[config.mk]
export PLATFORM = sky130hd
export DESIGN_NAME = pma_engine
export DESIGN_NICKNAME = d
export VERILOG_FILES = /design/src/common/pma_pkg.sv /design/src/common/pma_phy_if.sv /design/src/rtl/pma_phy_regs.sv /design/src/rtl/pma_engine.sv
export VERILOG_INCLUDE_DIRS = /design/src /design/src/common
export SDC_FILE = /design/constraint.sdc
export NUM_CORES = 1
export LEC_CHECK = 0
export BUFFER_PORTS_ARGS = -buffer_cell sky130_fd_sc_hd__buf_4
export CORE_UTILIZATION = 40
export DETAILED_ROUTE_END_ITERATION = 7
export HOLD_SLACK_MARGIN = 0.02
export SYNTH_ARGS = -nofsm -noshare
export SYNTH_HDL_FRONTEND = slang
export SYNTH_SLANG_ARGS = --single-unit
[constraint.sdc]
create_clock -name clk -period 3.5 [get_ports clk]
set_clock_uncertainty 0.05 [all_clocks]
set_input_delay 0.7 -clock clk [delete_from_list [all_inputs] [get_ports clk]]
set_output_delay 0.7 -clock clk [all_outputs]
set_load 0.01 [all_outputs]
[src/common/pma_defines.svh]
// Offsets, field positions, reset values and timing counts
`ifndef PMA_DEFINES_SVH
`define PMA_DEFINES_SVH
// ****************************************
// Core-side register indices
// ****************************************
`define PMA_SFR_SELECT 3'h0
`define PMA_SFR_WR_LOW 3'h1
`define PMA_SFR_WR_HIGH 3'h2
`define PMA_SFR_RD_LOW 3'h3
`define PMA_SFR_RD_HIGH 3'h4
`define PMA_SFR_CMD 3'h5
`define PMA_SFR_STATUS 3'h6
// Command and status bit positions
`define PMA_CMD_READ_BIT 0
`define PMA_CMD_SCAN_BIT 1
`define PMA_ST_BUSY_BIT 0
`define PMA_ST_SCAN_BIT 1
`define PMA_ST_NOT_VALID_BIT 2
// ****************************************
// PHY register addresses
// ****************************************
`define PMA_PHY_CONTROL_ONE 5'h00
`define PMA_PHY_STATUS_ONE 5'h01
`define PMA_PHY_CONTROL_TWO 5'h10
`define PMA_PHY_STATUS_TWO 5'h11
`define PMA_PHY_IRQ_ENABLE 5'h12
`define PMA_PHY_IRQ_FLAGS 5'h13
`define PMA_PHY_LED_CONTROL 5'h14
`define PMA_DUPLEX_BIT 8
`define PMA_LINK_HELD_BIT 2
`define PMA_LINK_NOW_BIT 10
`define PMA_RST_CONTROL_ONE 16'h0000
`define PMA_RST_CONTROL_TWO 16'h0000
`define PMA_RST_IRQ_ENABLE 16'h0000
`define PMA_RST_LED_CONTROL 16'h3422
`define PMA_STATUS_ONE_BASE 16'h1800
// ****************************************
// Timing
// ****************************************
`define PMA_CLK_PERIOD_NS 20
`define PMA_OP_TIME_NS 10240
`define PMA_OP_CYCLES (`PMA_OP_TIME_NS / `PMA_CLK_PERIOD_NS)
`define PMA_BUSY_DELAY 2
`endif

[src/common/pma_pkg.sv]
// Types shared by the management access engine
package pma_pkg;
	// Engine states, one-hot
	typedef enum logic [2:0] {
		PMA_ST_IDLE = 3'b001,
		PMA_ST_ARM = 3'b010,
		PMA_ST_RUN = 3'b100
	} pma_state_t;
	// Kind of transaction in flight
	typedef enum logic [1:0] {
		PMA_OP_READ = 2'h0,
		PMA_OP_WRITE = 2'h1,
		PMA_OP_SCAN = 2'h2
	} pma_op_t;
endpackage : pma_pkg

[src/common/pma_phy_if.sv]
// Carrier between the engine and the PHY register space
`timescale 1ns/1ps
interface pma_phy_if;
	logic [4:0] addr;
	logic [15:0] wdata;
	logic wr_stb;
	logic [15:0] rdata;
	modport engine (output addr, output wdata, output wr_stb,
		input rdata);
	modport phy (input addr, input wdata, input wr_stb,
		output rdata);
endinterface : pma_phy_if

[src/rtl/pma_phy_regs.sv]
// PHY register space reached over the management path
`timescale 1ns/1ps
`include "pma_defines.svh"
module pma_phy_regs (
	// Clock and reset
	input wire logic clk,
	input wire logic rst,
	// Management side
	pma_phy_if.phy mif,
	// PHY state
	input wire logic link_up,
	output logic phy_duplex_select
);
	import pma_pkg::*;
	logic [15:0] con1_reg, con1_next;
	logic [15:0] con2_reg, con2_next;
	logic [15:0] ie_reg, ie_next;
	logic [15:0] led_reg, led_next;
	logic link_seen_reg, link_seen_next;
	logic rd_one;

	// ****************************************
	// Register update
	// ****************************************
	// All sixteen bits land at once, no masking
	always_comb begin
		con1_next = con1_reg;
		con2_next = con2_reg;
		ie_next = ie_reg;
		led_next = led_reg;
		if (mif.wr_stb) begin
			case (mif.addr)
				`PMA_PHY_CONTROL_ONE: con1_next = mif.wdata;
				`PMA_PHY_CONTROL_TWO: con2_next = mif.wdata;
				`PMA_PHY_IRQ_ENABLE: ie_next = mif.wdata;
				`PMA_PHY_LED_CONTROL: led_next = mif.wdata;
				default: ;
			endcase
		end
		// Latching link: drops on loss, rearms after a status read
		rd_one = (mif.addr == `PMA_PHY_STATUS_ONE);
		link_seen_next = link_seen_reg & link_up;
		if (rd_one && !mif.wr_stb)
			link_seen_next = link_up;
	end

	always_ff @(posedge clk) begin
		if (rst) begin
			con1_reg <= `PMA_RST_CONTROL_ONE;
			con2_reg <= `PMA_RST_CONTROL_TWO;
			ie_reg <= `PMA_RST_IRQ_ENABLE;
			led_reg <= `PMA_RST_LED_CONTROL;
			link_seen_reg <= 1'b0;
		end else begin
			con1_reg <= con1_next;
			con2_reg <= con2_next;
			ie_reg <= ie_next;
			led_reg <= led_next;
			link_seen_reg <= link_seen_next;
		end
	end

	// ****************************************
	// Read mux
	// ****************************************
	// Unimplemented addresses read zero here
	always_comb begin
		mif.rdata = 16'h0000;
		case (mif.addr)
			`PMA_PHY_CONTROL_ONE: mif.rdata = con1_reg;
			`PMA_PHY_STATUS_ONE: begin
				mif.rdata = `PMA_STATUS_ONE_BASE;
				mif.rdata[`PMA_LINK_HELD_BIT] = link_seen_reg;
			end
			`PMA_PHY_CONTROL_TWO: mif.rdata = con2_reg;
			`PMA_PHY_STATUS_TWO: mif.rdata[`PMA_LINK_NOW_BIT] = link_up;
			`PMA_PHY_IRQ_ENABLE: mif.rdata = ie_reg;
			`PMA_PHY_LED_CONTROL: mif.rdata = led_reg;
			default: mif.rdata = 16'h0000;
		endcase
	end

	// Duplex mode drives the PHY; the MAC must be set to match
	assign phy_duplex_select = con1_reg[`PMA_DUPLEX_BIT];
endmodule : pma_phy_regs

[src/rtl/pma_engine.sv]
// PHY register management access engine with core-side registers
// Function
// A 5-bit register address picks one of 32 PHY locations.
// Software loads the address first, then sets the read command.
// Read command starts a read; busy rises two cycles later.
// A read takes 10.24 us, then busy clears by itself.
// While busy, software starts no scan and no high-byte write.
// Software clears the read command, then reads both result bytes.
// Address, low byte, high byte; high byte starts it, busy after two.
// PHY register updates when the 10.24 us operation ends; busy clears.
// PHY writes always update all sixteen bits together.
// Scan command sets not-valid and scan at once, busy two cycles on.
// First scan read clears not-valid; reads then repeat every 10.24 us.
// Software may not assume both scanned bytes share one sample.
// Clearing scan finishes the current read, then drops scan and busy.
// During scan software keeps the address and starts nothing new.
// Duplex bit 8 of control one; MAC duplex must match it.
// Software waits for the PHY ready flag before any access.
// Software never writes unimplemented addresses; keeps reserved bits.
`timescale 1ns/1ps
`include "pma_defines.svh"
module pma_engine #(
	parameter int OP_CYCLES = `PMA_OP_CYCLES
) (
	// Clock and reset
	input wire logic clk,
	input wire logic rst,
	// Core register port
	input wire logic [2:0] sfr_addr,
	input wire logic sfr_wr,
	input wire logic [7:0] sfr_wdata,
	output logic [7:0] sfr_rdata,
	// PHY side
	input wire logic link_up,
	output logic phy_duplex_select,
	// Status levels
	output logic busy
);
	import pma_pkg::*;
	localparam int CW = $clog2(OP_CYCLES);
	localparam logic [CW-1:0] LAST = CW'(OP_CYCLES - 1);
	localparam logic [CW-1:0] ARM_LAST = CW'(`PMA_BUSY_DELAY - 1);

	pma_phy_if mif ();

	pma_state_t state_reg, state_next;
	pma_op_t op_reg, op_next;
	logic [CW-1:0] cnt_reg, cnt_next;
	logic [4:0] sel_reg, sel_next;
	logic [7:0] wl_reg, wl_next;
	logic [7:0] wh_reg, wh_next;
	logic [15:0] rd_reg, rd_next;
	logic [1:0] cmd_reg, cmd_next;
	logic scan_reg, scan_next;
	logic nval_reg, nval_next;
	logic [7:0] rdata_next;
	logic idle, wr_cmd, rd_start, sc_start, wh_start, op_end;

	// ****************************************
	// Command decode
	// ****************************************
	// New work is only taken while idle; the core must wait anyway
	assign idle = (state_reg == PMA_ST_IDLE);
	assign wr_cmd = sfr_wr && (sfr_addr == `PMA_SFR_CMD);
	assign rd_start = wr_cmd && idle && !cmd_reg[`PMA_CMD_READ_BIT]
		&& sfr_wdata[`PMA_CMD_READ_BIT];
	assign sc_start = wr_cmd && idle && !cmd_reg[`PMA_CMD_SCAN_BIT]
		&& sfr_wdata[`PMA_CMD_SCAN_BIT];
	assign wh_start = sfr_wr && idle
		&& (sfr_addr == `PMA_SFR_WR_HIGH);
	assign op_end = (state_reg == PMA_ST_RUN) && (cnt_reg == LAST);

	// ****************************************
	// Next-state logic
	// ****************************************
	always_comb begin
		state_next = state_reg;
		op_next = op_reg;
		cnt_next = cnt_reg;
		sel_next = sel_reg;
		wl_next = wl_reg;
		wh_next = wh_reg;
		rd_next = rd_reg;
		cmd_next = cmd_reg;
		scan_next = scan_reg;
		nval_next = nval_reg;
		// Register writes from the core
		if (sfr_wr) begin
			case (sfr_addr)
				`PMA_SFR_SELECT: sel_next = sfr_wdata[4:0];
				`PMA_SFR_WR_LOW: wl_next = sfr_wdata;
				`PMA_SFR_WR_HIGH: wh_next = sfr_wdata;
				`PMA_SFR_CMD: cmd_next = sfr_wdata[1:0];
				default: ;
			endcase
		end
		// Transaction sequencing
		case (state_reg)
			PMA_ST_IDLE: begin
				cnt_next = '0;
				if (sc_start) begin
					state_next = PMA_ST_ARM;
					op_next = PMA_OP_SCAN;
					scan_next = 1'b1;
					nval_next = 1'b1;
				end else if (rd_start) begin
					state_next = PMA_ST_ARM;
					op_next = PMA_OP_READ;
				end else if (wh_start) begin
					state_next = PMA_ST_ARM;
					op_next = PMA_OP_WRITE;
				end
			end
			// Two-cycle hold-off before busy shows
			PMA_ST_ARM: begin
				if (cnt_reg == ARM_LAST) begin
					state_next = PMA_ST_RUN;
					cnt_next = '0;
				end else begin
					cnt_next = cnt_reg + 1'b1;
				end
			end
			PMA_ST_RUN: begin
				cnt_next = cnt_reg + 1'b1;
				if (op_end) begin
					cnt_next = '0;
					if (op_reg != PMA_OP_WRITE) begin
						rd_next = mif.rdata;
						nval_next = 1'b0;
					end
					// Scan keeps going while its command bit stays set
					if (op_reg == PMA_OP_SCAN
						&& cmd_next[`PMA_CMD_SCAN_BIT]) begin
						state_next = PMA_ST_RUN;
					end else begin
						state_next = PMA_ST_IDLE;
						scan_next = 1'b0;
					end
				end
			end
			default: state_next = PMA_ST_IDLE;
		endcase
	end

	// Core read data is registered, one cycle after the address
	always_comb begin
		case (sfr_addr)
			`PMA_SFR_SELECT: rdata_next = {3'h0, sel_reg};
			`PMA_SFR_WR_LOW: rdata_next = wl_reg;
			`PMA_SFR_WR_HIGH: rdata_next = wh_reg;
			`PMA_SFR_RD_LOW: rdata_next = rd_reg[7:0];
			`PMA_SFR_RD_HIGH: rdata_next = rd_reg[15:8];
			`PMA_SFR_CMD: rdata_next = {6'h00, cmd_reg};
			`PMA_SFR_STATUS: rdata_next = {5'h00, nval_reg,
				scan_reg, busy};
			default: rdata_next = 8'h00;
		endcase
	end

	// ****************************************
	// State registers
	// ****************************************
	always_ff @(posedge clk) begin
		if (rst) begin
			state_reg <= PMA_ST_IDLE;
			op_reg <= PMA_OP_READ;
			cnt_reg <= '0;
			sel_reg <= 5'h00;
			wl_reg <= 8'h00;
			wh_reg <= 8'h00;
			rd_reg <= 16'h0000;
			cmd_reg <= 2'h0;
			scan_reg <= 1'b0;
			nval_reg <= 1'b0;
			sfr_rdata <= 8'h00;
		end else begin
			state_reg <= state_next;
			op_reg <= op_next;
			cnt_reg <= cnt_next;
			sel_reg <= sel_next;
			wl_reg <= wl_next;
			wh_reg <= wh_next;
			rd_reg <= rd_next;
			cmd_reg <= cmd_next;
			scan_reg <= scan_next;
			nval_reg <= nval_next;
			sfr_rdata <= rdata_next;
		end
	end

	// Busy spans exactly the run phase
	assign busy = (state_reg == PMA_ST_RUN);
	// ****************************************
	// PHY access
	// ****************************************
	assign mif.addr = sel_reg;
	assign mif.wdata = {wh_reg, wl_reg};
	assign mif.wr_stb = op_end && (op_reg == PMA_OP_WRITE);

	pma_phy_regs u_phy (
		.clk(clk),
		.rst(rst),
		.mif(mif),
		.link_up(link_up),
		.phy_duplex_select(phy_duplex_select)
	);

	logic [15:0] blen_reg, blen_next;
	// Length of the current busy stretch, for the timing checks
	always_comb begin
		blen_next = busy ? blen_reg + 16'h0001 : 16'h0000;
	end
	always_ff @(posedge clk) begin
		if (rst)
			blen_reg <= 16'h0000;
		else
			blen_reg <= blen_next;
	end
endmodule : pma_engine

After elaboration in Yosys (flattened, before gate mapping):

Index checks and enable logic that the tools add are counted.

* flip-flop bits (word level): 128
* input port bits: 15

* $add $sub $neg: 1
* equality and inequality tests: 25
* multiplexer cells: 27
* bitwise operators: 1
* reduce and logical (&&, ||, !) cells: 33

Operators with widths (count)
* $pmux 8 s7: 1
* $pmux 10 s5: 1
* $pmux 9 s3: 1
* $pmux 5 s5: 1
* $eq 5x5->1 const B: 4
* $mux 3: 6
* $mux 9: 2
* $reduce_and 2->1: 9
* $eq 3x3->1 const B: 4
* $logic_and 1x1->1: 12
* $mux 2: 5
* $add 9x1->9 const B: 1
* $eq 3x2->1 const B: 3
* $eq 9x1->1 const B: 1
* $eq 9x9->1 const B: 1
* $pmux 3 s3: 1
* $ne 2x1->1 const B: 4
* $reduce_and 4->1: 2
* $eq 3x1->1 const B: 2
* $mux 1: 6
* $reduce_and 3->1: 2
* $reduce_bool 3->1: 2
* $eq 5x1->1 const B: 1
* $logic_not 5->1: 1
* other kinds (10): 14

Longest topological paths before layout:

* depth in word-level cells: 8
* gate-level depth with buffers: 10

Hierarchy:

A second synthesis with hierarchy kept.

* cell total of the unflattened synthesis: 647
* area total of the unflattened synthesis: 5992.0 sq um

By module, submodules not included
* pma_phy_regs: instances 1, cells each 317, area each 3198.1 sq um, sequential area each 1301.2 sq um
* pma_engine: instances 1, cells each 330, area each 2793.9 sq um, sequential area each 1261.2 sq um

Least setup slack after synthesis:

OpenSTA, ideal clock, no wires.

* path type: register to register
* start: register cnt_reg[0]
* end: register rd_reg[13]
* setup time: 0.059 ns
* arrival time: 2.236 ns
* setup slack: 1.156 ns
* cell stages (with the launch flop): 10
* clock period less this slack: 2.344 ns
* path through: dfxtp_1 -> ha_1 -> nand3_1 -> nor3_1 -> ha_1 -> and4bb_2 -> nand2_1 -> nor4_4 -> buf_2 -> a22o_1

* cells in the longest elaborated chain, start to end: 3

Ends and longest elaborated chain
* start, declared: line pma_engine.sv:48 `logic [CW-1:0] cnt_reg, cnt_next;`
* start signal, assigned: line pma_engine.sv:179 `cnt_reg <= cnt_next;`
* $eq 9x9->1: line pma_engine.sv:71 `assign op_end = (state_reg == PMA_ST_RUN) && (cnt_reg == LAST);`
* $logic_and 1x1->1: line pma_engine.sv:71
* $reduce_and 3->1 (no line)
* end signal, assigned: line pma_engine.sv:183 `rd_reg <= rd_next;`
* end, declared: line pma_engine.sv:52 `logic [15:0] rd_reg, rd_next;`

No other way between the ends.
A chain may end at the register's enable or synchronous reset.

Final worst setup path:

* start: register cnt_reg[0]
* end: register rd_reg[11]

Same word-level chain as after synthesis.

==> results.cfg <==
[run_status]
status = completed

[sta]
finalHoldViolCount = 0
rsz0062_at_grt = false
period_needed_ns = 2.77
finalSetupViolCount = 0
slew-limit-headroom_pct = 10.1
worst_pin_slew_ns = 1.34
drv_slew = 0
fin_hold_ws_ns = 0.409
fin_crit_sh_pct = 79.3
fmax_mhz = 360
totalNegativeSetupSlack_ns = 0

[synth]
synth-simple-area-share_pct = 20.8
seq_area_frac_synth_pct = 43.8
netlist_area_um2 = 5850
ys_async_sr_fraction_pct = 0
yosys_warnings = 0
synth_mux_area_share_pct = 16.4
synthCells = 625
syn-num-nets = 643
synth-compound-area-share_pct = 12.6
synth_seq_cells = 128
synth_top_family_by_area = simple AND/OR/NAND/NOR gates
ys_types = 63
synth_flop_cell = dfxtp_1
synth_xor_xnor_area_share_pct = 0.449
synth-adder-area-share_pct = 0.641
synth_edf_count = 0
avgSynthCellArea_um2 = 9.37

[clock_network]
htreeDepth = 4
worstSkewPairLatency_ns = 0.42
clk_pin_slew_ns = 0.06
cts_resized = 0
post_cts.repair.setup_buffers = 0
cts_tree = built
cts_hold_buf = 0
cts_buffers = 17
clockBufferDepth = 2
root_buffer = clkbuf_16
cts.sinks = 128

[layout]
fin_cells = 831
drive_gt1_share_pct = 15.4
regArea_um2 = 2560
area_growth_pct = 15.6
multi_input_area_um2 = 2980
n_fill_cell = 1322
nets = 656
diodes = 0

[grt]
grtUsageMet2_pct = 32.9
grt_start_max_net_pins = 43
grt-ovfl-total = 0
antenna_found_initial = 0
grt_use_met3_pct = 3.97
grt_pass1_wl_mm = 23.6
grt_pass1_vias = 4420
busiest_layer = met2
gr-usage-all-layers_pct = 20.7
grt_util_met1_pct = 27.7

[floorplanning]
num_io_pins = 25
die_y_um = 123
start_util_pct = 41.5
chipWidth_um = 123
core_area_um2 = 14100
num_rows = 43
die_area_um2 = 15100

[setup_path]
r2r_start = cnt_reg[0]$_SDFFE_PP0P_
rr_worst_depth = 8
endpoint_kind = register
arrival_ns = 3.09
startpoint_type = register
required_ns = 3.81
reg2reg_slack_ns = 0.73
cp_max_fo = 15
critical_path_class = register to register
r2r-end = rd_reg[11]$_SDFFE_PP0P_

[placed_design]
routabilityCongestion = 0.806
dp.cells = 799
dp_hpwl_mm = 9.56
port_buffers = 24

[power_and_ir_drop]
power.leakage_nw = 2.79
max-vdd-ir-drop_v = 0.000366
powerDensity_nw_per_um2 = 505

[min_path]
min-delay-start = u_phy.led_reg[12]$_SDFFE_PP1P_
holdCritPathClass = register to register
whs_endpoint = u_phy.led_reg[12]$_SDFFE_PP1P_
hold_depth = 1

[route]
vias_per_cell = 5.59
wl_per_cell_um = 17.7
vias = 4643
drt-initial-drc-count = 339
first_pass_iters = 5
detail-route-antenna-nets = 0
wl_mm = 14.7
drc = 0

[job]
max_cap_viol_count = 0
==> synthesized netlist by cell type, drive strengths merged, types with 3 or more instances <==
library cell / count / area [um^2]
dfxtp: 128 / 2560
nor2: 97 / 364
mux2i: 78 / 781
nand3: 44 / 220
nand2: 29 / 109
clkbuf: 26 / 98.8
inv: 24 / 90.1
a21oi: 21 / 105
buf: 20 / 126
a22o: 15 / 131
o2111ai: 11 / 96.3
nand2b: 9 / 56.3
o21ai: 9 / 45.0
mux2: 8 / 90.1
nor2b: 8 / 50.1
nor3: 8 / 50.1
a211o: 7 / 61.3
and3: 5 / 31.3
nand4: 5 / 43.8
nor4: 5 / 61.3
a211oi: 4 / 30.0
a21o: 4 / 30.0
mux4: 4 / 90.1
nand3b: 4 / 30.0
nor4b: 4 / 80.1
o21a: 4 / 30.0
a22oi: 3 / 22.5
a31oi: 3 / 18.8
ha: 3 / 37.5
o2bb2ai: 3 / 26.3
==> where the power goes <==
group,internal [mW],switching (mW)
Clock,1.13,0.661
Combinational,0.0496,0.0962
Sequential,1.47,0.0185
Total,2.64,0.775
==> critical path, stage by stage (launching register included) <==
cell       delay, ns
dfxtp_1         0.34
ha_1            0.23
nand3_1         0.15
nor3_1          0.09
ha_1            0.26
nand4bb_1       0.21
nor2_1          0.08
nor2_1          1.02
a22o_1          0.29
==> per-stage QoR <==
| stage | util (%) | power [mW] | setup slack [ns] | area, um^2 |
|---|---|---|---|---|
| 2_1_floorplan | - | 1.61 | 1.16 | 5850 |
| 3_3_place_gp | 43.7 | 1.66 | 0.821 | 6160 |
| 3_5_place_dp | 43.7 | 1.66 | 0.773 | 6160 |
| 4_1_cts | 48.0 | 3.44 | 0.758 | 6770 |
| 5_1_grt | 48.0 | 3.52 | 0.598 | 6770 |
| 6_report | 48.0 | 3.42 | 0.725 | 6770 |
==> cells in the final DEF (no fill, tap or decap), types with 4 or more instances in the layout <==
cell type  instances
and3_1             5
clkbuf_16         17
nand2_1           29
nor2_1            97
nand2b_1           9
nand3b_1           4
dfxtp_1          128
mux4_2             4
a21o_1             4
a21oi_1           21
buf_4             40
mux2i_1           78
nand3_1           44
clkbuf_8           4
mux2_2             8
nor3_1             6
inv_1             24
o21ai_0            9
a22o_1            15
o2111ai_1         11
a211o_1            7
o21a_1             4
nor2b_1            8
a211oi_1           4
==> area by class of cell <==
| type | count | area share [%] |
|---|---|---|
| repair buffers | 40 | 4.44 |
| clock inverters | 11 | 1.89 |
| clock buffers | 21 | 7.10 |
| multi-input cells | 427 | 44.1 |
| flip-flops and latches | 128 | 37.9 |
| inverters | 24 | 1.33 |
| well taps | 180 | 3.33 |
==> layer usage <==
metal,vias up,share of wire (%)
met1,2263,48
met4,0,2.0
li1,2247,-
met5,-,0
met3,24,4.1
met2,109,46
==> cell families (layout without fill, tap and decap cells) <==
| logic type | Yosys count | in the layout |
|---|---|---|
| compound gates | 99 | 99 |
| xor+xnor | 3 | 3 |
| fa+ha+maj | 3 | 3 |
| buf+inv | 70 | 96 |
| flops | 128 | 128 |
| mux | 90 | 90 |
| simple gates | 232 | 232 |
==> how the worst max path moves through the flow <==
stage / to / startpoint
floorplan: rd_reg[13]$_SDFFE_PP0P_ / cnt_reg[0]$_SDFFE_PP0P_
global placement: rd_reg[5]$_SDFFE_PP0P_ / cnt_reg[0]$_SDFFE_PP0P_
detailed placement: rd_reg[9]$_SDFFE_PP0P_ / cnt_reg[0]$_SDFFE_PP0P_
CTS: rd_reg[5]$_SDFFE_PP0P_ / cnt_reg[0]$_SDFFE_PP0P_
global route: u_phy.ie_reg[14]$_SDFFE_PP0P_ / cnt_reg[1]$_SDFFE_PP0P_
finish: rd_reg[11]$_SDFFE_PP0P_ / cnt_reg[0]$_SDFFE_PP0P_
No activity file was read; power rests on OpenSTA's default activity.
